--- src/hw/hra_pkg.sv ---
// shared constants, types and decode helpers of the hub address router
// assumes a single core clock domain and 36-bit physical addresses
package hra_pkg;

  // initiators, request kinds, routing targets and terminations
  typedef enum logic [1:0] {src_cpu = 2'h0, src_hub = 2'h1, src_gfx = 2'h2} hra_src_t;
  typedef enum logic [2:0] {
    kind_mem_rd  = 3'h0,
    kind_mem_wr  = 3'h1,
    kind_io_rd   = 3'h2,
    kind_io_wr   = 3'h3,
    kind_cfg     = 3'h4,
    kind_special = 3'h5
  } hra_kind_t;
  typedef enum logic [2:0] {
    tgt_none     = 3'h0,
    tgt_mem      = 3'h1,
    tgt_hub      = 3'h2,
    tgt_gfx      = 3'h3,
    tgt_internal = 3'h4
  } hra_tgt_t;
  typedef enum logic [2:0] {
    act_claim        = 3'h0,
    act_master_abort = 3'h1,
    act_drop         = 3'h2,
    act_silent       = 3'h3,
    act_remap_zero   = 3'h4,
    act_invalid_data = 3'h5
  } hra_act_t;
  typedef enum logic [1:0] {st_idle = 2'b01, st_resp = 2'b10} hra_state_t;

  // fixed address ranges
  localparam logic [35:0] FOUR_GB   = 36'h1_0000_0000;
  localparam logic [35:0] COMPAT_LO = 36'h0_000a_0000;
  localparam logic [35:0] COMPAT_HI = 36'h0_000b_ffff;
  localparam logic [35:0] HIGH_LO   = 36'h0_feda_0000;
  localparam logic [35:0] HIGH_HI   = 36'h0_fedb_ffff;
  localparam logic [35:0] LEGACY_LO = 36'h0_000c_0000;
  localparam logic [35:0] LEGACY_HI = 36'h0_000f_ffff;
  localparam logic [35:0] TOP_128K  = 36'h0_0002_0000;
  localparam logic [35:0] TOP_256K  = 36'h0_0004_0000;
  localparam logic [35:0] TOP_512K  = 36'h0_0008_0000;
  localparam logic [35:0] TOP_1M    = 36'h0_0010_0000;

  // i/o space, transfer limits and aperture encoding
  localparam logic [15:0] CFG_ADDR_PORT = 16'h0cf8;
  localparam logic [15:0] CFG_DATA_PORT = 16'h0cfc;
  localparam logic [15:0] IO_WRAP_FIRST = 16'hfffd;
  localparam logic [15:0] IO_TOP        = 16'hffff;
  localparam logic [12:0] PAGE_BYTES    = 13'h1000;
  localparam logic [12:0] PIPE_MAX_LEN  = 13'h0100;
  localparam logic [12:0] LEN_TWO       = 13'h0002;
  localparam logic [12:0] LEN_FOUR      = 13'h0004;
  localparam logic [2:0]  APERTURE_SIZE_SELECT_RESET  = 3'h6;
  localparam logic [2:0]  APERTURE_SIZE_SELECT_MAX    = 3'h6;
  localparam logic [9:0]  AP_BASE_RESET = 10'h000;

  // inclusive range test
  function automatic logic hra_in_range(logic [35:0] a, logic [35:0] lo, logic [35:0] hi);
    return (a >= lo) && (a <= hi);
  endfunction

  // programmable bits [31:22] of the aperture base for a size code (0 = 4 MB)
  function automatic logic [9:0] hra_ap_mask(logic [2:0] sel);
    return 10'h3ff << sel;
  endfunction

endpackage

--- src/hw/hra_mgmt_decode.sv ---
// decode of the three management ram ranges and the high segment remap
// assumes config inputs are static while requests are presented
`timescale 1ns/10ps
`default_nettype none
module hra_mgmt_decode (
  input  wire logic [35:0] addr_i,
  input  wire logic [35:0] top_of_low_memory_i,
  input  wire logic        global_en_i,
  input  wire logic        open_i,
  input  wire logic        close_i,
  input  wire logic        smm_req_i,
  input  wire logic        high_en_i,
  input  wire logic        top_en_i,
  input  wire logic [1:0]  top_size_i,
  output logic             compat_hit_o,
  output logic             high_hit_o,
  output logic             top_hit_o,
  output logic             access_ok_o,
  output logic [35:0]      remap_addr_o
);
  import hra_pkg::*;

  logic [35:0] top_bytes;
  logic [35:0] top_base;

  // top segment ends at top of low memory, size 128 KB to 1 MB
  always_comb begin
    case (top_size_i)
      2'h0:    top_bytes = TOP_128K;
      2'h1:    top_bytes = TOP_256K;
      2'h2:    top_bytes = TOP_512K;
      default: top_bytes = TOP_1M;
    endcase
  end
  assign top_base = top_of_low_memory_i - top_bytes;

  // range hits, only while the regions are enabled
  assign compat_hit_o = global_en_i && hra_in_range(addr_i, COMPAT_LO, COMPAT_HI);
  assign high_hit_o   = global_en_i && high_en_i && hra_in_range(addr_i, HIGH_LO, HIGH_HI);
  assign top_hit_o    = global_en_i && top_en_i && (addr_i >= top_base)
                        && (addr_i < top_of_low_memory_i);

  // open and close set together is left undefined by software contract
  assign access_ok_o  = global_en_i && ((open_i && !close_i) || smm_req_i);

  // high segment folds onto the compatible range, others pass unchanged
  assign remap_addr_o = high_hit_o ? (COMPAT_LO | {19'h0, addr_i[16:0]}) : addr_i;

endmodule
`default_nettype wire

--- src/hw/hra_aperture_regs.sv ---
// aperture base and size select registers with natural alignment
// assumes write strobes come from configuration logic on the same clock
`timescale 1ns/10ps
`default_nettype none
module hra_aperture_regs (
  input  wire logic        ref_clk_i,
  input  wire logic        resetn_i,
  input  wire logic        base_wr_i,
  input  wire logic [31:0] base_wdata_i,
  input  wire logic        size_wr_i,
  input  wire logic [2:0]  size_wdata_i,
  output logic [31:0]      aperture_base_o,
  output logic [2:0]       aperture_size_select_o
);
  import hra_pkg::*;

  logic [9:0] base;
  logic [9:0] next_base;
  logic [2:0] size_sel;
  logic [2:0] next_size_sel;

  // size codes above 256 MB are refused; base bits below the size stay zero
  always_comb begin
    next_size_sel = size_sel;
    if (size_wr_i && (size_wdata_i <= APERTURE_SIZE_SELECT_MAX)) begin
      next_size_sel = size_wdata_i;
    end
    next_base = (base_wr_i ? base_wdata_i[31:22] : base) & hra_ap_mask(next_size_sel);
  end

  always_ff @(posedge ref_clk_i or negedge resetn_i) begin
    if (!resetn_i) begin
      size_sel <= APERTURE_SIZE_SELECT_RESET;
      base     <= AP_BASE_RESET;
    end else begin
      size_sel <= next_size_sel;
      base     <= next_base;
    end
  end

  assign aperture_base_o        = {base, 22'h0};
  assign aperture_size_select_o = size_sel;
endmodule
`default_nettype wire

--- src/hw/hra_router.sv ---
// hub address decode router: steers each request to memory, hub, graphics port or internal target, or terminates it
// assumes one request per cycle from logic on ref_clk_i; answer follows one cycle later
// How it works
// - addresses from top of low memory to 4 GB unclaimed go to hub
// - graphics port claims addresses inside either memory window, bounds inclusive
// - aperture size selects 4 MB to 256 MB, resets to 256 MB
// - aperture base bits below the size read zero, writes ignored
// - aperture hits go to memory through the translation table
// - compatible management range reaches memory at identical addresses
// - high management segment remaps onto A0000h through BFFFFh
// - top segment 128 KB to 1 MB below top memory, not remapped
// - hub and graphics masters never reach management memory
// - processor i/o passes untranslated except the data port and 4-byte address port accesses
// - address bit 16 driven for wrapping 4-byte and 2-byte i/o accesses
// - hub and graphics i/o or config: abort, drop or silence
// - hub reads above 4 GB master abort, writes above 4 GB dropped
// - hub accepts memory, window writes, aperture, enabled vga writes
// - graphics frame cycles claimed only for memory or aperture
// - graphics frame legacy reads claimed only when the region is readable
// - graphics i/o, config and special cycles get no response
// - pipelined misses: reads outside memory remap to zero, reads starting in memory return invalid data, both flag; writes drop
// - graphics cycles to memory are never snooped
// - graphics frame transfers disconnect at each 4 KB boundary
// - pipelined non-aperture requests over 256 bytes or crossing out get flagged
`timescale 1ns/10ps
`default_nettype none
module hra_router (
  input  wire logic              ref_clk_i,
  input  wire logic              resetn_i,
  input  wire logic              req_valid_i,
  input  var  hra_pkg::hra_src_t  req_src_i,
  input  var  hra_pkg::hra_kind_t req_kind_i,
  input  wire logic              req_pipe_i,
  input  wire logic              req_posted_i,
  input  wire logic              req_smm_i,
  input  wire logic [35:0]       req_addr_i,
  input  wire logic [12:0]       req_len_i,
  input  wire logic [35:0]       top_of_low_memory_i,
  input  wire logic [35:0]       gfx_mem_window_base_i,
  input  wire logic [35:0]       gfx_mem_window_limit_i,
  input  wire logic [35:0]       gfx_prefetch_window_base_i,
  input  wire logic [35:0]       gfx_prefetch_window_limit_i,
  input  wire logic [15:0]       gfx_io_base_i,
  input  wire logic [15:0]       gfx_io_limit_i,
  input  wire logic              vga_to_gfx_en_i,
  input  wire logic [12:0]       legacy_readable_i,
  input  wire logic [12:0]       legacy_writable_i,
  input  wire logic              mgmt_global_en_i,
  input  wire logic              mgmt_open_i,
  input  wire logic              mgmt_close_i,
  input  wire logic              high_mgmt_segment_en_i,
  input  wire logic              top_mgmt_segment_en_i,
  input  wire logic [1:0]        top_mgmt_segment_size_i,
  input  wire logic              aperture_wr_i,
  input  wire logic [31:0]       aperture_base_wdata_i,
  input  wire logic              aperture_size_wr_i,
  input  wire logic [2:0]        aperture_size_wdata_i,
  input  wire logic              illegal_aperture_access_clear_i,
  output logic [31:0]            aperture_base_o,
  output logic [2:0]             aperture_size_select_o,
  output logic                   rsp_valid_o,
  output hra_pkg::hra_tgt_t       rsp_target_o,
  output hra_pkg::hra_act_t       rsp_action_o,
  output logic [35:0]            rsp_addr_o,
  output logic                   rsp_translate_o,
  output logic                   rsp_snoop_o,
  output logic                   io_wrap_addr_bit16_o,
  output logic                   rsp_disconnect_o,
  output logic [12:0]            rsp_xfer_len_o,
  output logic                   illegal_aperture_access_flag_o
);
  import hra_pkg::*;

  logic        compat_hit, high_hit, top_hit, mgmt_ok, mgmt_any;
  logic [35:0] mgmt_addr, last_addr;
  logic        ap_hit, win_hit, is_mem, is_wr, legacy_hit, legacy_ok, in_sysmem;
  logic [12:0] page_room;
  logic [3:0]  legacy_seg;
  hra_state_t  state, next_state;
  hra_tgt_t    next_target;
  hra_act_t    next_action;
  logic [35:0] next_addr;
  logic [12:0] next_xlen;
  logic        next_translate, next_snoop, next_wrap, next_disc, next_flag, set_flag;

  hra_aperture_regs u_ap (
    .ref_clk_i              (ref_clk_i),
    .resetn_i               (resetn_i),
    .base_wr_i              (aperture_wr_i),
    .base_wdata_i           (aperture_base_wdata_i),
    .size_wr_i              (aperture_size_wr_i),
    .size_wdata_i           (aperture_size_wdata_i),
    .aperture_base_o        (aperture_base_o),
    .aperture_size_select_o (aperture_size_select_o)
  );

  hra_mgmt_decode u_mgmt (
    .addr_i              (req_addr_i),
    .top_of_low_memory_i (top_of_low_memory_i),
    .global_en_i         (mgmt_global_en_i),
    .open_i              (mgmt_open_i),
    .close_i             (mgmt_close_i),
    .smm_req_i           (req_smm_i),
    .high_en_i           (high_mgmt_segment_en_i),
    .top_en_i            (top_mgmt_segment_en_i),
    .top_size_i          (top_mgmt_segment_size_i),
    .compat_hit_o        (compat_hit),
    .high_hit_o          (high_hit),
    .top_hit_o           (top_hit),
    .access_ok_o         (mgmt_ok),
    .remap_addr_o        (mgmt_addr)
  );

  // address classification shared by all initiators
  assign mgmt_any   = compat_hit || high_hit || top_hit;
  assign last_addr  = req_addr_i + {23'h0, req_len_i} - 36'h1;
  assign is_mem     = (req_kind_i == kind_mem_rd) || (req_kind_i == kind_mem_wr);
  assign is_wr      = (req_kind_i == kind_mem_wr);
  assign ap_hit     = (req_addr_i[35:32] == 4'h0) && ((req_addr_i[31:22]
                      & hra_ap_mask(aperture_size_select_o)) == aperture_base_o[31:22]);
  assign win_hit    = hra_in_range(req_addr_i, gfx_mem_window_base_i, gfx_mem_window_limit_i)
                      || hra_in_range(req_addr_i, gfx_prefetch_window_base_i,
                                      gfx_prefetch_window_limit_i);
  assign in_sysmem  = (req_addr_i < top_of_low_memory_i) && !mgmt_any;
  assign legacy_hit = hra_in_range(req_addr_i, LEGACY_LO, LEGACY_HI);
  assign legacy_seg = (req_addr_i[19:16] == 4'hf) ? 4'hc : req_addr_i[17:14];
  assign legacy_ok  = is_wr ? legacy_writable_i[legacy_seg] : legacy_readable_i[legacy_seg];
  assign page_room  = PAGE_BYTES - {1'b0, req_addr_i[11:0]};

  // routing decision for the request presented this cycle
  always_comb begin
    next_target    = tgt_none;
    next_action    = act_silent;
    next_addr      = req_addr_i;
    next_xlen      = req_len_i;
    next_translate = 1'b0;
    next_snoop     = 1'b0;
    next_wrap      = 1'b0;
    next_disc      = 1'b0;
    set_flag       = 1'b0;
    case (req_src_i)
      src_cpu: begin
        next_action = act_claim;
        if (is_mem) begin
          if (mgmt_any && mgmt_ok) begin
            next_target = tgt_mem;
            next_addr   = mgmt_addr;
          end else if (ap_hit) begin
            next_target    = tgt_mem;
            next_translate = 1'b1;
          end else if (win_hit) begin
            next_target = tgt_gfx;
          end else if (in_sysmem) begin
            next_target = tgt_mem;
          end else begin
            next_target = tgt_hub;
          end
        end else if (req_kind_i == kind_cfg) begin
          next_target = tgt_internal;
        end else if (req_kind_i == kind_special) begin
          next_target = tgt_hub;
        end else begin
          // only 4-byte address port and all data port accesses stay inside, the rest passes untranslated
          if ((req_addr_i[16:2] == {1'b0, CFG_ADDR_PORT[15:2]} && req_len_i == LEN_FOUR)
              || req_addr_i[16:2] == {1'b0, CFG_DATA_PORT[15:2]}) begin
            next_target = tgt_internal;
          end else if (req_addr_i[15:0] >= gfx_io_base_i && req_addr_i[15:0] <= gfx_io_limit_i) begin
            next_target = tgt_gfx;
          end else begin
            next_target = tgt_hub;
          end
          next_wrap = ((req_len_i == LEN_FOUR) && (req_addr_i[15:0] >= IO_WRAP_FIRST))
                      || ((req_len_i == LEN_TWO) && (req_addr_i[15:0] == IO_TOP));
        end
      end
      src_hub: begin
        next_action = is_wr ? act_drop : act_master_abort;
        next_snoop  = 1'b1;
        if (!is_mem) begin
          next_action = req_posted_i ? act_drop : act_master_abort;
        end else if (req_addr_i >= FOUR_GB) begin
          next_action = is_wr ? act_drop : act_master_abort;
        end else if (mgmt_any) begin
          next_action = is_wr ? act_drop : act_master_abort;
        end else if (ap_hit) begin
          next_target    = tgt_mem;
          next_action    = act_claim;
          next_translate = 1'b1;
        end else if (is_wr && (win_hit || (vga_to_gfx_en_i
                     && hra_in_range(req_addr_i, COMPAT_LO, COMPAT_HI)))) begin
          next_target = tgt_gfx;
          next_action = act_claim;
        end else if (in_sysmem) begin
          next_target = tgt_mem;
          next_action = act_claim;
        end
      end
      src_gfx: begin
        if (!is_mem) begin
          next_action = act_silent;
        end else if (req_pipe_i) begin
          if (ap_hit) begin
            next_target    = tgt_mem;
            next_action    = act_claim;
            next_translate = 1'b1;
          end else if (in_sysmem && last_addr < top_of_low_memory_i
                       && req_len_i <= PIPE_MAX_LEN) begin
            next_target = tgt_mem;
            next_action = act_claim;
          end else if (!is_wr) begin
            next_target = tgt_mem;
            next_action = in_sysmem ? act_invalid_data : act_remap_zero;
            next_addr   = in_sysmem ? req_addr_i : 36'h0;
            set_flag    = 1'b1;
          end else begin
            next_action = act_drop;
            set_flag    = in_sysmem || (req_len_i > PIPE_MAX_LEN);
          end
        end else begin
          if (mgmt_any) begin
            next_action = act_silent;
          end else if (legacy_hit ? legacy_ok : (ap_hit || in_sysmem)) begin
            next_target    = tgt_mem;
            next_action    = act_claim;
            next_translate = ap_hit && !legacy_hit;
            if (req_len_i > page_room) begin
              next_disc = 1'b1;
              next_xlen = page_room;
            end
          end
        end
      end
      default: begin
        next_action = act_silent;
      end
    endcase
  end

  // answer sequencing and the sticky error flag, a new hit wins over a clear
  always_comb begin
    next_state = req_valid_i ? st_resp : st_idle;
    next_flag  = (req_valid_i && set_flag)
                 || (illegal_aperture_access_flag_o && !illegal_aperture_access_clear_i);
  end

  always_ff @(posedge ref_clk_i or negedge resetn_i) begin
    if (!resetn_i) begin
      state                          <= st_idle;
      rsp_target_o                   <= tgt_none;
      rsp_action_o                   <= act_silent;
      rsp_addr_o                     <= 36'h0;
      rsp_xfer_len_o                 <= 13'h0000;
      rsp_translate_o                <= 1'b0;
      rsp_snoop_o                    <= 1'b0;
      io_wrap_addr_bit16_o           <= 1'b0;
      rsp_disconnect_o               <= 1'b0;
      illegal_aperture_access_flag_o <= 1'b0;
    end else begin
      state                          <= next_state;
      rsp_target_o                   <= req_valid_i ? next_target : tgt_none;
      rsp_action_o                   <= req_valid_i ? next_action : act_silent;
      rsp_addr_o                     <= next_addr;
      rsp_xfer_len_o                 <= next_xlen;
      rsp_translate_o                <= req_valid_i && next_translate;
      rsp_snoop_o                    <= req_valid_i && next_snoop;
      io_wrap_addr_bit16_o           <= req_valid_i && next_wrap;
      rsp_disconnect_o               <= req_valid_i && next_disc;
      illegal_aperture_access_flag_o <= next_flag;
    end
  end

  assign rsp_valid_o = (state == st_resp);
endmodule
`default_nettype wire

--- config.mk ---
export PLATFORM = sky130hd
export DESIGN_NAME = hra_router
export DESIGN_NICKNAME = d
export VERILOG_FILES = /design/src/hw/hra_pkg.sv /design/src/hw/hra_mgmt_decode.sv /design/src/hw/hra_aperture_regs.sv /design/src/hw/hra_router.sv
export SDC_FILE = /design/constraint.sdc
export NUM_CORES = 1
export LEC_CHECK = 0
export BUFFER_PORTS_ARGS = -buffer_cell sky130_fd_sc_hd__buf_2
export CELL_PAD_IN_SITES_DETAIL_PLACEMENT = 0
export CELL_PAD_IN_SITES_GLOBAL_PLACEMENT = 1
export CORE_MARGIN = 2
export CORE_UTILIZATION = 37
export CTS_CLUSTER_SIZE = 8
export DETAILED_ROUTE_END_ITERATION = 10
export HOLD_SLACK_MARGIN = 0.05
export PLACE_DENSITY = 0.85
export RECOVER_POWER = 50
export SETUP_SLACK_MARGIN = 0.2
export SLEW_MARGIN = 20
export SYNTH_ARGS = -nofsm -noshare
export SYNTH_HDL_FRONTEND = slang
export SYNTH_HIERARCHICAL = 1
export SYNTH_SLANG_ARGS = --single-unit
--- constraint.sdc ---
create_clock -name ref_clk_i -period 3.1 [get_ports ref_clk_i]
set_input_delay 0.155 -clock ref_clk_i [delete_from_list [all_inputs] [get_ports ref_clk_i]]
set_output_delay 0.155 -clock ref_clk_i [all_outputs]
set_load 0.02 [all_outputs]
# Word-level counts from Yosys, hierarchy flattened
# Cells that the tools add are included.
dict set report classes {
  n_bitwise 2
  shift 2
  eq_ne 15
  n_addsub 4
  magnitude_cmp 22
  reduce_logical 51
  muxes 97
}
# cell n
set op_table {}
lappend op_table {{$mux W36} 9}
lappend op_table {{$ge A36 B36 Y1} 3}
lappend op_table {{$mux W13} 6}
lappend op_table {{$ge A36 B20 Y1 const B} 2}
lappend op_table {{$le A36 B20 Y1 const B} 2}
lappend op_table {{$le A36 B36 Y1} 2}
lappend op_table {{$lt A36 B36 Y1} 2}
lappend op_table {{$pmux W36 S2} 1}
lappend op_table {{$pmux W21 S3} 1}
lappend op_table {{$mux W3} 14}
lappend op_table {{$mux W2} 20}
lappend op_table {{$mux W1} 39}
lappend op_table {{$add A36 B13 Y36} 1}
lappend op_table {{$ge A36 B32 Y1 const B} 1}
lappend op_table {{$ge A36 B33 Y1 const B} 1}
lappend op_table {{$le A36 B32 Y1 const B} 1}
lappend op_table {{$sub A36 B1 Y36 const B} 1}
lappend op_table {{$sub A36 B21 Y36} 1}
lappend op_table {{$logic_and A1 B1 Y1} 32}
lappend op_table {{$eq A15 B10 Y1 const B} 2}
lappend op_table {{$and A10 B10 Y10} 2}
lappend op_table {{$shl A10 B3 Y10 const A} 2}
lappend op_table {{$pmux W3 S3} 2}
lappend op_table {{$eq A16 B16 Y1 const B} 1}
lappend op_table {{26 further kinds} 45}
dict set report totals {
  word_cells 205
  register_bits 75
  out_inout_bits 96
}

# Depth between registers and ports, before layout
# Gate-level depths: netlist (run 1).
dict set report depth {
  depth_word 18
  ltp_mapped 26
  mapped_depth_nobuf 25
}

# Hierarchy
# Netlist (run 1), hierarchy kept.
# module cells_each seq_area_each_um2 n_inst area_per_inst_um2
set modules_own_cells {}
lappend modules_own_cells {hra_router 1527 1555.2 1 12285.5}
lappend modules_own_cells {hra_mgmt_decode 287 0.0 1 2092.0}
lappend modules_own_cells {hra_aperture_regs 67 327.8 1 760.7}

# Worst setup path after synthesis (run 1)
# No wires, ideal clock.
dict set report synth_path {
  kind {input to register}
  from {input top_mgmt_segment_size_i[0]}
  to {register rsp_xfer_len_o[8]}
  setup_time_ps 79
  path_buffers 1
  required_ps 3021
  setup_slack_ps -1562
  cell_stages 23
  t_arrival_ps 4582
  path_cell_list {nor2_1 -> ha_1 -> inv_1 -> fa_1 -> a21oi_1 -> nor2_1 -> nor3_1 -> xnor2_1 -> ha_1 -> a21o_1 -> a21o_1 -> a21oi_1 -> nor3_1 -> a2111oi_0 -> a211oi_1 -> or3_1 -> a2111oi_2 -> o21ai_2 -> a31o_1 -> a211o_1 -> a21oi_4 -> buf_6 -> mux2i_1}
}
dict set report synth_via {
  elab_chain_cells 16
  word_cells_on_any_way 18
}
# element line
set synth_lines {}
lappend synth_lines {{from (decl)} hra_router.sv:53} ;# input wire logic [1:0] top_mgmt_segment_size_i,
lappend synth_lines {{$eq A2 B2 Y1 (tied with other cells)} hra_mgmt_decode.sv:28} ;# case (top_size_i)
lappend synth_lines {{$pmux W21 S3 (*)} hra_mgmt_decode.sv:28}
lappend synth_lines {{$sub A36 B21 Y36 (*)} hra_mgmt_decode.sv:35} ;# assign top_base = top_of_low_memory_i - top_bytes;
lappend synth_lines {{$ge A36 B36 Y1 (*)} hra_mgmt_decode.sv:40} ;# assign top_hit_o = global_en_i && top_en_i && (addr_i >= top_base)
lappend synth_lines {{$logic_and A1 B1 Y1 (*)} hra_mgmt_decode.sv:40}
lappend synth_lines {{$logic_and A1 B1 Y1 (*)} hra_mgmt_decode.sv:41} ;# && (addr_i < top_of_low_memory_i);
lappend synth_lines {{net top_hit} hra_router.sv:74} ;# logic compat_hit, high_hit, top_hit, mgmt_ok, mgmt_any;
lappend synth_lines {{$logic_or A1 B1 Y1 (*)} hra_router.sv:115} ;# assign mgmt_any = compat_hit || high_hit || top_hit;
lappend synth_lines {{[... 2 more ...]} n/a}
lappend synth_lines {{$logic_or A1 B1 Y1} hra_router.sv:222} ;# end else if (legacy_hit ? legacy_ok : (ap_hit || in_sysmem)) begin
lappend synth_lines {{$mux W1} hra_router.sv:222}
lappend synth_lines {{$mux W13} hra_router.sv:222}
lappend synth_lines {{$mux W13 (*)} hra_router.sv:220} ;# if (mgmt_any) begin
lappend synth_lines {{$mux W13 (*)} hra_router.sv:201} ;# end else if (req_pipe_i) begin
lappend synth_lines {{$mux W13 (*)} hra_router.sv:199} ;# if (!is_mem) begin
lappend synth_lines {{$mux W13 (*)} hra_router.sv:141} ;# case (req_src_i)
lappend synth_lines {{net next_xlen[8]} hra_router.sv:83} ;# logic [12:0] next_xlen;
lappend synth_lines {{to (signal assigned)} hra_router.sv:263} ;# rsp_xfer_len_o <= next_xlen;
lappend synth_lines {{to (decl)} hra_router.sv:69} ;# output logic [12:0] rsp_xfer_len_o,
# The timed path passes the listed nets; every way through them passes the cells marked *.

# Final worst setup path (run 1)
dict set report layout_path {
  from {input top_mgmt_segment_size_i[1]}
  to {register rsp_xfer_len_o[6]}
}
# Same word-level chain as after synthesis.

==> results of run 1 <==
stage by stage:
stage	utilization (%)	instances	setup slack, ns	hold WS, ns
4_1_cts	50.58	3078	-1.204	0.05113
5_1_grt	51.03	3085	-1.511	0.09660
6_report	51.03	3086	-1.310	0.07141
2_1_floorplan	-	1902	-1.428	-0.1406
3_3_place_gp	48.46	3041	-1.916	0.3447
3_5_place_dp	48.46	3041	-2.000	0.3478
worst max-delay path, cell delays in order:
cell and delay [ns]:
buf_8 0.11, nor2_4 0.09, ha_2 0.19, inv_2 0.04
fa_2 0.37, a21oi_4 0.17, buf_6 0.12, o21ai_4 0.08
nor3_2 0.16, xnor2_1 0.14, ha_1 0.26, buf_4 0.14
nand4_1 0.19, nor4_4 0.07, a21boi_2 0.16, a31oi_2 0.18
a211oi_2 0.09, or3_4 0.44, a2111oi_4 0.22, o21ai_2 0.10
a31o_1 0.27, a211o_1 0.29, a21oi_4 0.16, buf_6 0.12
buf_12 0.12, mux2i_1 0.21
timing repair:
action,4_1_cts,5_1_grt
setup endpoints to repair,57,57
pin swaps,60,12
gates resized for setup,88,33
hold buffers,5,1
hold endpoints to repair,74,1
cloned,2,0
buffers inserted,14,2
worst max path at each step:
stage | to | startpoint | cells after the start | slack, ns
floorplan | rsp_xfer_len_o[9] | top_mgmt_segment_size_i[0] | 23 | -1.43
global placement | rsp_target_o[0] | req_addr_i[1] | 25 | -1.92
detailed placement | rsp_action_o[1] | req_addr_i[9] | 24 | -2.00
CTS | rsp_xfer_len_o[9] | top_mgmt_segment_size_i[1] | 25 | -1.20
global route | rsp_xfer_len_o[6] | top_mgmt_segment_size_i[1] | 26 | -1.51
finish | rsp_xfer_len_o[6] | top_mgmt_segment_size_i[1] | 26 | -1.31
power by group through the flow:
| stage | logic [mW] | registers (mW) | clock network, mW |
|---|---|---|---|
| after floorplan | 1.64 | 1.18 | 0 |
| after global placement | 2.90 | 1.11 | 0 |
| after detailed placement | 3.00 | 1.12 | 0 |
| after CTS | 3.15 | 1.10 | 1.12 |
| after global routing | 3.53 | 1.10 | 1.16 |
| final | 3.21 | 1.10 | 1.11 |
kinds of logic (layout without fill, tap and decap cells):
family | Yosys count | count (layout)
AND/OR/NAND/NOR | 402 | 402
AO/OA/AOI/OAI | 481 | 481
flip-flops | 75 | 75
buffers and inverters | 430 | 1077
XOR/XNOR | 59 | 59
adder cells (fa/ha/maj) | 402 | 402
other | 1 | 27
multiplexers | 31 | 31
final cells by class:
class                      instances  area (um^2)
multi-input combinational       1397        12130
antenna                            5        12.51
clock inverter                     6        65.06
tap                              532        665.6
timing repair buffer             698         4378
fill                            3895        19900
inverter                         363         1381
sequential                        75         1883
clock buffer                      10        229.0
registers in the layout (all words and copies together) (netlist names), named ones only:
name and count:
rsp_addr_o 36, rsp_xfer_len_o 13, u_ap/base 7, rsp_action_o 3, rsp_target_o 3, u_ap/aperture_size_select_o 3, state 2, illegal_aperture_access_flag_o 1
io_wrap_addr_bit16_o 1, rsp_disconnect_o 1, rsp_snoop_o 1, rsp_translate_o 1
layout by cell type (no fill, tap or decap), types with 9 or more instances in the layout:
master | netlist | layout
a211oi_1 | 14 | 13
a21o_1 | 126 | 126
a21oi_1 | 131 | 114
a21oi_2 | 2 | 18
a22o_1 | 35 | 35
and2_1 | 15 | 13
buf_2 | 7 | 371
buf_4 | 40 | 285
buf_6 | 3 | 12
clkbuf_1 | 17 | 18
clkbuf_16 | 0 | 9
conb_1 | 1 | 22
dfrtp_1 | 70 | 70
ha_1 | 400 | 386
ha_4 | 0 | 13
inv_1 | 362 | 345
inv_2 | 1 | 14
mux2i_1 | 24 | 24
nand2_1 | 48 | 44
nand2b_1 | 20 | 20
nand3_1 | 25 | 25
nand4_1 | 82 | 82
nor2_1 | 88 | 82
nor2b_1 | 22 | 22
nor3_1 | 35 | 26
nor3_2 | 2 | 10
nor4_1 | 17 | 13
o211ai_1 | 12 | 12
o21a_1 | 12 | 12
o21ai_0 | 58 | 46
o21ai_1 | 2 | 9
o21bai_1 | 11 | 11
xnor2_1 | 50 | 50
xor2_1 | 9 | 9
per-layer routing:
metal | wire [um] | part of all wire [%]
met1 | 25370 | 43
met4 | 2227 | 3.8
met5 | 0 | 0
met3 | 3153 | 5.3
met2 | 28610 | 48
==> qor.txt, run 1 <==
status -> finished, violations left
violated checks -> max-capacitance violations, max-slew violations, negative setup slack
#FFs+latches synth -> 75
Via density -> 5.288
worst skew pair latency -> 0.35 ns
Fmax achieved -> 0.2267 GHz
synth top area cells -> ha_1, dfrtp_1, inv_1
core area -> 0.04065 mm^2
Avg Inst Size Synth -> 8.048 um^2
antenna violations before repair -> 5
setup TNS -> -67.95 ns
All-Layer GR Usage -> 26.98%
total wire length -> 59.36 mm
post-detail-place hpwl -> 49.63 mm
mux cell area share after synthesis -> 2.430%
Die Span Y -> 206.3 um
dominant synthesized flop cell -> dfrtp_1
met1 global-route usage -> 33.31%
worst r2r src -> u_ap/aperture_size_select_o[1]
hold path depth -> 3
fin area -> 0.02074 mm^2
TritonCTS clock tree -> built
Wirelength per Cell -> 19.23 um
Endpoint, Worst Hold -> u_ap/base[3]
Hold Vio Cnt, Final -> 0
cts bufs inserted -> 9
Arr. time, crit path -> 4.67 ns
DRC Markers -> 0
count of different cell masters after synthesis -> 87
Switch Pwr -> 2.253 mW
first-pass GRT wire length -> 87.94 mm
RD Place Congestion -> 0.9953
Post-Synth Simple-Gate Area -> 14.60%
met3 Usage GRT -> 3.043%
num ports -> 440
R2R Setup Slk -> 0.32 ns
# H-tree levels -> 3
Worst Hold Launch -> aperture_base_wdata_i[25]
register area share after synthesis -> 12.44%
Sink Count -> 75
vias in the first global route -> 16317
Final Max Slew Viols -> 76
Post-Synth XOR/XNOR Area -> 3.414%
adder-cell share of the synthesized area -> 33.33%
share of total power in combinational logic -> 59.3%
drt initial violations -> 846
number of flops mapped to enable cells by yosys -> 0
PwrDens -> 260.9 mW/mm^2
Yosys top cell by area -> ha_1
crit start category -> input pin
FF-to-FF End -> rsp_xfer_len_o[6]
Initial Utilization -> 37.24%
RSZ-0062 raised after global routing -> true
vias -> 16319
full die area -> 0.04255 mm^2
top post-synthesis cells by count -> ha_1, inv_1, a21oi_1
Pint -> 3.159 mW
worst hold path type -> in2reg
post-synthesis async set-or-reset flop share -> 100.0%
met2 usage in global routing -> 48.03%
top-count cell post-synth -> ha_1
worst-path maximum fanout -> 7
total power draw -> 5.412 mW
Die Span X -> 206.3 um
busiest grt layer -> met2
clock slew at reported path FFs -> 0.06 ns
Final WS setup -> -1.310 ns
Synth Area in Compound Gates -> 21.90%
Post-Synthesis Cells -> 1881
Max clock buf depth -> 2
largest family of logic cells by synthesized area -> adder cells
largest net degree at the start of global routing -> 76
drt pass-1 iters -> 5
static leakage -> 11.67 nW
Syn Std Cell Area -> 0.01514 mm^2
Synth Warn # -> 6
sw frac -> 41.63%
Critical Path RT -> 3.36 ns
Nets -> 3290
cell depth of the worst flop-to-flop path -> 10
final setup skew -> 0.01785 ns
Critical Path Sink Type -> flop
worst setup path class -> in2reg
Yosys top cell area share -> 33.06%
Antenna Nets Post-Route -> 0
part of the power in the clock network -> 20.4%
period utilisation layout -> 142.3%
MaxCap Viol Count -> 1
Slew headroom -> -29.23%
layout cells sized above 1 -> 32.40%
worst vdd ir -> 0.0002888 V
cell area after placement -> 0.01970 mm^2
Worst Tran Pin Value -> 1.938 ns
Port-buffer cells -> 395
sequential share of power -> 20.3%
GRT overflow -> 0
root buffer cell -> clkbuf_16
Area Growth Syn to Fin -> 37.02%
number of core rows -> 74
post-route minimum period -> 4.410 ns
endpoints failing setup -> 57
Power figures use the tool's default switching activity.
==> run 2, diff against run 1 <==
--- a/config.mk
+++ b/config.mk
@@ -5,6 +5,7 @@
 export SDC_FILE = /design/constraint.sdc
 export NUM_CORES = 1
 export LEC_CHECK = 0
+export ABC_AREA = 1
 export BUFFER_PORTS_ARGS = -buffer_cell sky130_fd_sc_hd__buf_2
 export CELL_PAD_IN_SITES_DETAIL_PLACEMENT = 0
 export CELL_PAD_IN_SITES_GLOBAL_PLACEMENT = 1
@@ -13,10 +14,10 @@
 export CTS_CLUSTER_SIZE = 8
 export DETAILED_ROUTE_END_ITERATION = 10
 export HOLD_SLACK_MARGIN = 0.05
-export PLACE_DENSITY = 0.85
+export PLACE_DENSITY = 0.87
 export RECOVER_POWER = 50
 export SETUP_SLACK_MARGIN = 0.2
-export SLEW_MARGIN = 20
+export SLEW_MARGIN = 10
 export SYNTH_ARGS = -nofsm -noshare
 export SYNTH_HDL_FRONTEND = slang
 export SYNTH_HIERARCHICAL = 1
==> constraint.sdc (replaced) <==
create_clock -name ref_clk_i -period 4.3 [get_ports ref_clk_i]
set_input_delay 0.215 -clock ref_clk_i [delete_from_list [all_inputs] [get_ports ref_clk_i]]
set_output_delay 0.215 -clock ref_clk_i [all_outputs]
set_load 0.02 [all_outputs]
==> qor.txt, run 2 <==
largest register by flop count -> rsp_addr_o (unchanged)
TritonCTS clock tree -> built (unchanged)
first-pass GRT wire length -> 100.4 mm (was 87.94 mm)
Worst Hold Launch -> aperture_base_wdata_i[29] (was aperture_base_wdata_i[25])
Critical Path Sink Type -> flop (unchanged)
Max clock buf depth -> 2 (unchanged)
RSZ-0062 raised after global routing -> true (unchanged)
Worst Tran Pin Value -> 1.950 ns (was 1.938 ns)
crit start category -> input pin (unchanged)
MaxCap Viol Count -> 1 (unchanged)
post-synthesis async set-or-reset flop share -> 100.0% (unchanged)
worst skew pair latency -> 0.33 ns (was 0.35 ns)
Critical Path RT -> 4.52 ns (was 3.36 ns)
cts bufs inserted -> 9 (unchanged)
Final WS setup -> 0.3005 ns (was -1.310 ns)
top post-synthesis cells by count -> nand2_1, inv_1, ha_1 (was ha_1, inv_1, a21oi_1)
placed cells -> 3664 (was 3041)
All-Layer GR Usage -> 27.50% (was 26.98%)
#FFs+latches synth -> 75 (unchanged)
GRT overflow -> 0 (unchanged)
final setup skew -> 0.01024 ns (was 0.01785 ns)
register area share after synthesis -> 11.26% (was 12.44%)
Via density -> 5.024 (was 5.288)
worst-path maximum fanout -> 7 (unchanged)
post-route insts no fill -> 3692 (was 3086)
adder-cell share of the synthesized area -> 30.17% (was 33.33%)
most frequent cells in the layout -> nand2_1, inv_1, ha_1 (was ha_1, buf_2, inv_1)
Post-Synth XOR/XNOR Area -> 3.300% (was 3.414%)
CP peak stage delay -> 0.34 ns (was 0.44 ns)
period utilisation layout -> 93.01%
Largest regs -> rsp_addr_o (36), rsp_xfer_len_o (13), u_ap/base (7) (unchanged)
worst hold path type -> in2reg (unchanged)
Area Growth Syn to Fin -> 23.38% (was 37.02%)
Fmax achieved -> 0.2500 GHz
vias in the first global route -> 18434 (was 16317)
Critical path origin -> top_mgmt_segment_size_i[0] (was top_mgmt_segment_size_i[1])
Arr. time, crit path -> 4.22 ns (was 4.67 ns)
dpl ws -> -0.2827 ns (was -2.000 ns)
Slew headroom -> -29.98% (was -29.23%)
Synth Area in Compound Gates -> 11.46% (was 21.90%)
Syn Std Cell Area -> 0.01672 mm^2 (was 0.01514 mm^2)
Post-Synthesis Cells -> 2604 (was 1881)
worst vdd ir -> 0.0001609 V (was 0.0002888 V)
top-count cell post-synth -> nand2_1 (was ha_1)
count of different cell masters after synthesis -> 58 (was 87)
status -> finished, violations left (unchanged)
synth top area cells -> ha_1, nand2_1, inv_1 (was ha_1, dfrtp_1, inv_1)
post-detail-place hpwl -> 55.79 mm (was 49.63 mm)
worst setup path class -> in2reg (unchanged)
antenna violations before repair -> 7 (was 5)
Wirelength per Cell -> 17.96 um (was 19.23 um)
Yosys top cell by area -> ha_1 (unchanged)
static leakage -> 12.24 nW (was 11.67 nW)
Largest register FFs -> 36 (unchanged)
root buffer cell -> clkbuf_16 (unchanged)
mux cell area share after synthesis -> 0.1796% (was 2.430%)
full die area -> 0.04690 mm^2 (was 0.04255 mm^2)
Final Max Slew Viols -> 76 (unchanged)
Sink Count -> 75 (unchanged)
violated checks -> max-capacitance violations, max-slew violations (was max-capacitance violations, max-slew violations, negative setup slack)
PwrDens -> 184.2 mW/mm^2 (was 260.9 mW/mm^2)
RD Place Congestion -> 0.9237 (was 0.9953)
Die Span Y -> 216.6 um (was 206.3 um)
Post-Synth Simple-Gate Area -> 28.77% (was 14.60%)
leading cell type in the layout, fill and taps excluded -> nand2_1 (was ha_1)
number of core rows -> 77 (was 74)
dominant synthesized flop cell -> dfrtp_1 (unchanged)
drt pass-1 iters -> 8 (was 5)
Port-buffer cells -> 395 (unchanged)
Avg Inst Size Synth -> 6.421 um^2 (was 8.048 um^2)
vias -> 18549 (was 16319)
layout cells sized above 1 -> 20.56% (was 32.40%)
Hold Vio Cnt, Final -> 0 (unchanged)
DRC Markers -> 0 (unchanged)
CP max stage cell -> fa_2 (was or3_4)
Nets -> 3841 (was 3290)
num ports -> 440 (unchanged)
Fillers -> 4751 (was 3895)
# H-tree levels -> 3 (unchanged)
post-route minimum period -> 4.000 ns
total wire length -> 66.31 mm (was 59.36 mm)
largest net degree at the start of global routing -> 76 (unchanged)
core area -> 0.04441 mm^2 (was 0.04065 mm^2)
Initial Utilization -> 37.65% (was 37.24%)
largest family of logic cells by synthesized area -> adder cells (unchanged)
Yosys top cell area share -> 29.93% (was 33.06%)
number of flops mapped to enable cells by yosys -> 0 (unchanged)
clock slew at reported path FFs -> 0.06 ns (about the same)
Synth Warn # -> 6 (unchanged)
drt initial violations -> 1142 (was 846)
worst r2r src -> u_ap/aperture_size_select_o[2] (was u_ap/aperture_size_select_o[1])
Die Span X -> 216.6 um (was 206.3 um)
Antenna Nets Post-Route -> 0 (unchanged)
endpoints failing setup -> 0 (was 57)
CP dominant cell by count -> nand2_1
## run 2: changes by cell type after synthesis, sizes merged, moves of 35 or more
cell,previous run,this run
nand2,48,622
inv,363,546
nor2,90,234
nand3,25,161
a21o,126,11
a21oi,134,190
xor2,9,57
nand4,82,35
xnor2,50,6
a22o,35,0
## run 2: worst max-delay path: cells and delay by family
kind	cells	cell delay, ns
and+or+nand+nor	23	2.21
adders and majority gates	3	0.70
AOI/OAI and AO/OA	5	0.57
buffers and inverters	6	0.51
## run 2: kinds of logic after synthesis
family | count (synthesis)
compound gates | 340
xor+xnor | 63
fa+ha+maj | 402
buf+inv | 611
flops | 75
mux | 3
other cells | 1
simple gates | 1109
## run 2: per-stage QoR
stage | util (%) | power (mW) | setup TNS (ns) | hold slack, ns | area [um^2]
after floorplan | - | 2.123 | 0 | -0.08059 | 16800
after global placement | 45.02 | 2.938 | -3.951 | 0.3768 | 19990
after detailed placement | 45.02 | 2.997 | -8.659 | 0.3732 | 19990
after CTS | 45.82 | 3.765 | 0 | 0.05539 | 20350
after global routing | 46.44 | 4.139 | -0.04194 | 0.09487 | 20630
final | 46.45 | 3.801 | 0 | 0.09055 | 20630
## run 2: final cells by class
cell class | count | area (um^2) | area share, %
clock buffers | 9 | 225.2 | 1.092
well taps | 592 | 740.7 | 3.591
diodes | 1 | 2.502 | 0.01213
repair buffers | 523 | 2972 | 14.41
flip-flops and latches | 75 | 1883 | 9.128
clock inverters | 6 | 65.06 | 0.3154
multi-input cells | 1940 | 12690 | 61.51
inverters | 546 | 2052 | 9.947
## run 2: power by group
group / switching (mW) / internal, mW
combinational: 1.38 / 0.874
sequential: 0.0357 / 0.759
clock: 0.303 / 0.447
## run 2: path summary, 6_finish.rpt
kind	slack [ns]	endpoint	depth (start not counted)
hold reg to reg	0.53	illegal_aperture_access_flag_o	2
hold / removal	0.09	flop	3
max in group asynchronous	2.71	rsp_xfer_len_o[10]	1
setup / recovery	0.30	rsp_xfer_len_o[4]	37
min in group asynchronous	0.42	u_ap/base[6]	1
setup reg to reg	1.82	rsp_addr_o[12]	14
## run 2: what timing repair did
action	CTS	global route
gates cloned	0	1
resized for setup	6	74
hold buffers	1	1
setup endpoints to repair	26	57
buffers inserted	2	7
pin swaps	3	26
hold endpoints to repair	1	1
## run 2: routing by layer
layer	wire, um	GRT usage (%)	part of all wire (%)
met5	51	0	0.077
met3	4562	4.561	6.9
met1	28220	34.32	43
met4	2264	7.945	3.4
met2	31220	48.45	47
==> run 3, diff against run 2 <==
--- a/config.mk
+++ b/config.mk
@@ -10,7 +10,7 @@
 export CELL_PAD_IN_SITES_DETAIL_PLACEMENT = 0
 export CELL_PAD_IN_SITES_GLOBAL_PLACEMENT = 1
 export CORE_MARGIN = 2
-export CORE_UTILIZATION = 37
+export CORE_UTILIZATION = 35
 export CTS_CLUSTER_SIZE = 8
 export DETAILED_ROUTE_END_ITERATION = 10
 export HOLD_SLACK_MARGIN = 0.05
==> constraint.sdc (replaced) <==
create_clock -name ref_clk_i -period 3.45 [get_ports ref_clk_i]
set_input_delay 0.1725 -clock ref_clk_i [delete_from_list [all_inputs] [get_ports ref_clk_i]]
set_output_delay 0.1725 -clock ref_clk_i [all_outputs]
set_load 0.02 [all_outputs]
==> qor.txt, run 3 (synthesis results as in run 2) <==
R2R Setup Slk -> 1.07 ns (was 1.82 ns)
Slew headroom -> 32.50% (was -29.98%)
num ports -> 440 (unchanged)
GRT overflow -> 0 (unchanged)
leading cell type in the layout, fill and taps excluded -> nand2_1 (unchanged)
period utilisation layout -> 114.5%
met2 usage in global routing -> 45.70% (was 48.45%)
Pint -> 2.709 mW (was 2.080 mW)
worst r2r src -> u_ap/aperture_size_select_o[2] (unchanged)
dpl ws -> -0.8917 ns (was -0.2827 ns)
placed cells -> 3812 (was 3664)
All-Layer GR Usage -> 26.28% (was 27.50%)
Initial Utilization -> 35.24% (was 37.65%)
static leakage -> 12.76 nW (was 12.24 nW)
met3 Usage GRT -> 4.853% (was 4.561%)
post-detail-place hpwl -> 56.01 mm (was 55.79 mm)
Die Span X -> 222.6 um (was 216.6 um)
full die area -> 0.04954 mm^2 (was 0.04690 mm^2)
met1 global-route usage -> 32.53% (was 34.32%)
Sink Count -> 75 (unchanged)
largest register by flop count -> rsp_addr_o (unchanged)
CP peak stage delay -> 0.34 ns (about the same)
number of core rows -> 80 (was 77)
Worst Hold Launch -> aperture_base_wdata_i[25] (was aperture_base_wdata_i[29])
CP max stage cell -> fa_2 (unchanged)
drt pass-1 iters -> 6 (was 8)
worst hold path type -> in2reg (unchanged)
Endpoint, Worst Hold -> u_ap/base[3]
worst vdd ir -> 0.0002489 V (was 0.0001609 V)
Wirelength per Cell -> 17.18 um (was 17.96 um)
share of total power in combinational logic -> 59.9% (was 59.4%)
antenna violations before repair -> 11 (was 7)
first-pass GRT wire length -> 100.2 mm (was 100.4 mm)
Final WS setup -> -0.5008 ns (was 0.3005 ns)
Area Growth Syn to Fin -> 29.35% (was 23.38%)
violated checks -> negative setup slack (was max-capacitance violations, max-slew violations)
cell depth of the worst flop-to-flop path -> 14 (unchanged)
MaxCap Viol Count -> 0 (was 1)
Fmax achieved -> 0.2531 GHz
Critical Path RT -> 3.68 ns (was 4.52 ns)
largest net degree at the start of global routing -> 76 (unchanged)
vias in the first global route -> 18109 (was 18434)
hold path depth -> 3 (unchanged)
DRC Markers -> 0 (unchanged)
post-route insts no fill -> 3848 (was 3692)
worst-path maximum fanout -> 25 (was 7)
clock slew at reported path FFs -> 0.06 ns (about the same)
Max clock buf depth -> 2 (unchanged)
cts bufs inserted -> 9 (unchanged)
root buffer cell -> clkbuf_16 (unchanged)
Nets -> 3972 (was 3841)
Largest regs -> rsp_addr_o (36), rsp_xfer_len_o (13), u_ap/base (7) (unchanged)
Switch Pwr -> 2.173 mW (was 1.721 mW)
Arr. time, crit path -> 4.18 ns (was 4.22 ns)
busiest grt layer -> met2 (unchanged)
core area -> 0.04745 mm^2 (was 0.04441 mm^2)
Worst Tran Pin Value -> 1.013 ns (was 1.950 ns)
vias -> 18435 (was 18549)
layout cells sized above 1 -> 22.38% (was 20.56%)
RSZ-0062 raised after global routing -> true (unchanged)
Via density -> 4.791 (was 5.024)
Largest register FFs -> 36 (unchanged)
worst skew pair latency -> 0.34 ns (was 0.33 ns)
Hold Vio Cnt, Final -> 0 (unchanged)
final setup skew -> 0.009888 ns (was 0.01024 ns)
total wire length -> 66.09 mm (was 66.31 mm)
post-route minimum period -> 3.951 ns
PwrDens -> 225.7 mW/mm^2 (was 184.2 mW/mm^2)
part of the power in the clock network -> 19.8% (was 19.7%)
sw frac -> 44.52% (was 45.28%)
Critical Path Sink Type -> flop (unchanged)
status -> finished, violations left (unchanged)
crit start category -> input pin (unchanged)
drt initial violations -> 1098 (was 1142)
RD Place Congestion -> 0.9603 (was 0.9237)
FF-to-FF End -> rsp_addr_o[30] (was rsp_addr_o[12])
# H-tree levels -> 3 (unchanged)
TritonCTS clock tree -> built (unchanged)
Die Span Y -> 222.6 um (was 216.6 um)
Antenna Nets Post-Route -> 0 (unchanged)
sequential share of power -> 20.3% (was 20.9%)
Port-buffer cells -> 395 (unchanged)
worst setup path class -> in2reg (unchanged)
CP dominant cell by count -> nand2_1 (unchanged)
Final Max Slew Viols -> 0 (was 76)
endpoints failing setup -> 57 (was 0)
most frequent cells in the layout -> nand2_1, inv_1, ha_1 (unchanged)
[run 3: cell types whose count changed in the layout (fill, tap and decap cells not counted), sizes merged]
| cell | change |
|---|---|
| diode | +1 |
| buf | +86 |
| clkbuf | +42 |
| nand3 | -1 |
| clkinvlp | +1 |
| dlygate4sd3 | +4 |
[run 3: worst max path at each step]
stage,from,end,slack [ns],cells past startpoint
floorplan,top_mgmt_segment_size_i[0],rsp_xfer_len_o[0],-0.40,38
global placement,top_mgmt_segment_size_i[1],rsp_xfer_len_o[0],-0.80,34
detailed placement,top_mgmt_segment_size_i[1],rsp_xfer_len_o[1],-0.89,34
CTS,top_mgmt_segment_size_i[0],rsp_xfer_len_o[1],-0.45,39
global route,top_mgmt_segment_size_i[0],rsp_addr_o[13],-0.77,37
finish,top_mgmt_segment_size_i[0],rsp_addr_o[30],-0.50,36
[run 3: worst max-delay path: cells and delay by family]
kind	cells	cell delay, ns
AND/OR/NAND/NOR	26	2.30
adder cells (fa/ha/maj)	3	0.80
buffers and inverters	5	0.53
XOR/XNOR	1	0.17
AO/OA/AOI/OAI	1	0.15
[run 3: power by group through the flow]
stage	Clock, mW	Combinational [mW]	Sequential (mW)
4_1_cts	0.980	2.93	0.991
2_1_floorplan	0	1.58	1.07
3_3_place_gp	0	2.83	1.01
3_5_place_dp	0	2.86	1.01
6_report	0.964	2.93	0.991
5_1_grt	1.02	3.31	0.996
[run 3: final cells by class]
class / instances / area (um^2)
antenna: 2 / 5.005
clock buffer: 9 / 225.2
clock inverter: 7 / 76.32
fill: 5159 / 25820
inverter: 546 / 2057
multi-input combinational: 1939 / 12660
sequential: 75 / 1883
tap: 615 / 769.5
timing repair buffer: 655 / 3950
[run 3: per-layer routing]
layer / routed length, um / part of all wire, %
met1: 27930 / 42
met2: 30660 / 46
met3: 4820 / 7.3
met4: 2587 / 3.9
met5: 94 / 0.14
[run 3: what timing repair did]
action / CTS / global route
resized for setup: 48 / 21
endpoints found under the hold margin: 16 / 0
setup buffers: 8 / 4
setup endpoints to repair: 57 / 57
hold buffers: 6 / 0
pin swaps: 22 / 15
[run 3: stage by stage]
stage	instance area, um^2	hold slack, ns	TNS [ns]	util, %	power [mW]
finish	21630	0.08651	-24.50	45.58	4.882
floorplan	16830	-0.1231	-13.24	-	2.649
global placement	21020	0.3254	-41.19	44.30	3.838
detailed placement	21020	0.3283	-46.07	44.30	3.870
global route	21620	0.07530	-39.17	45.57	5.330
CTS	21620	0.07700	-19.30	45.57	4.902
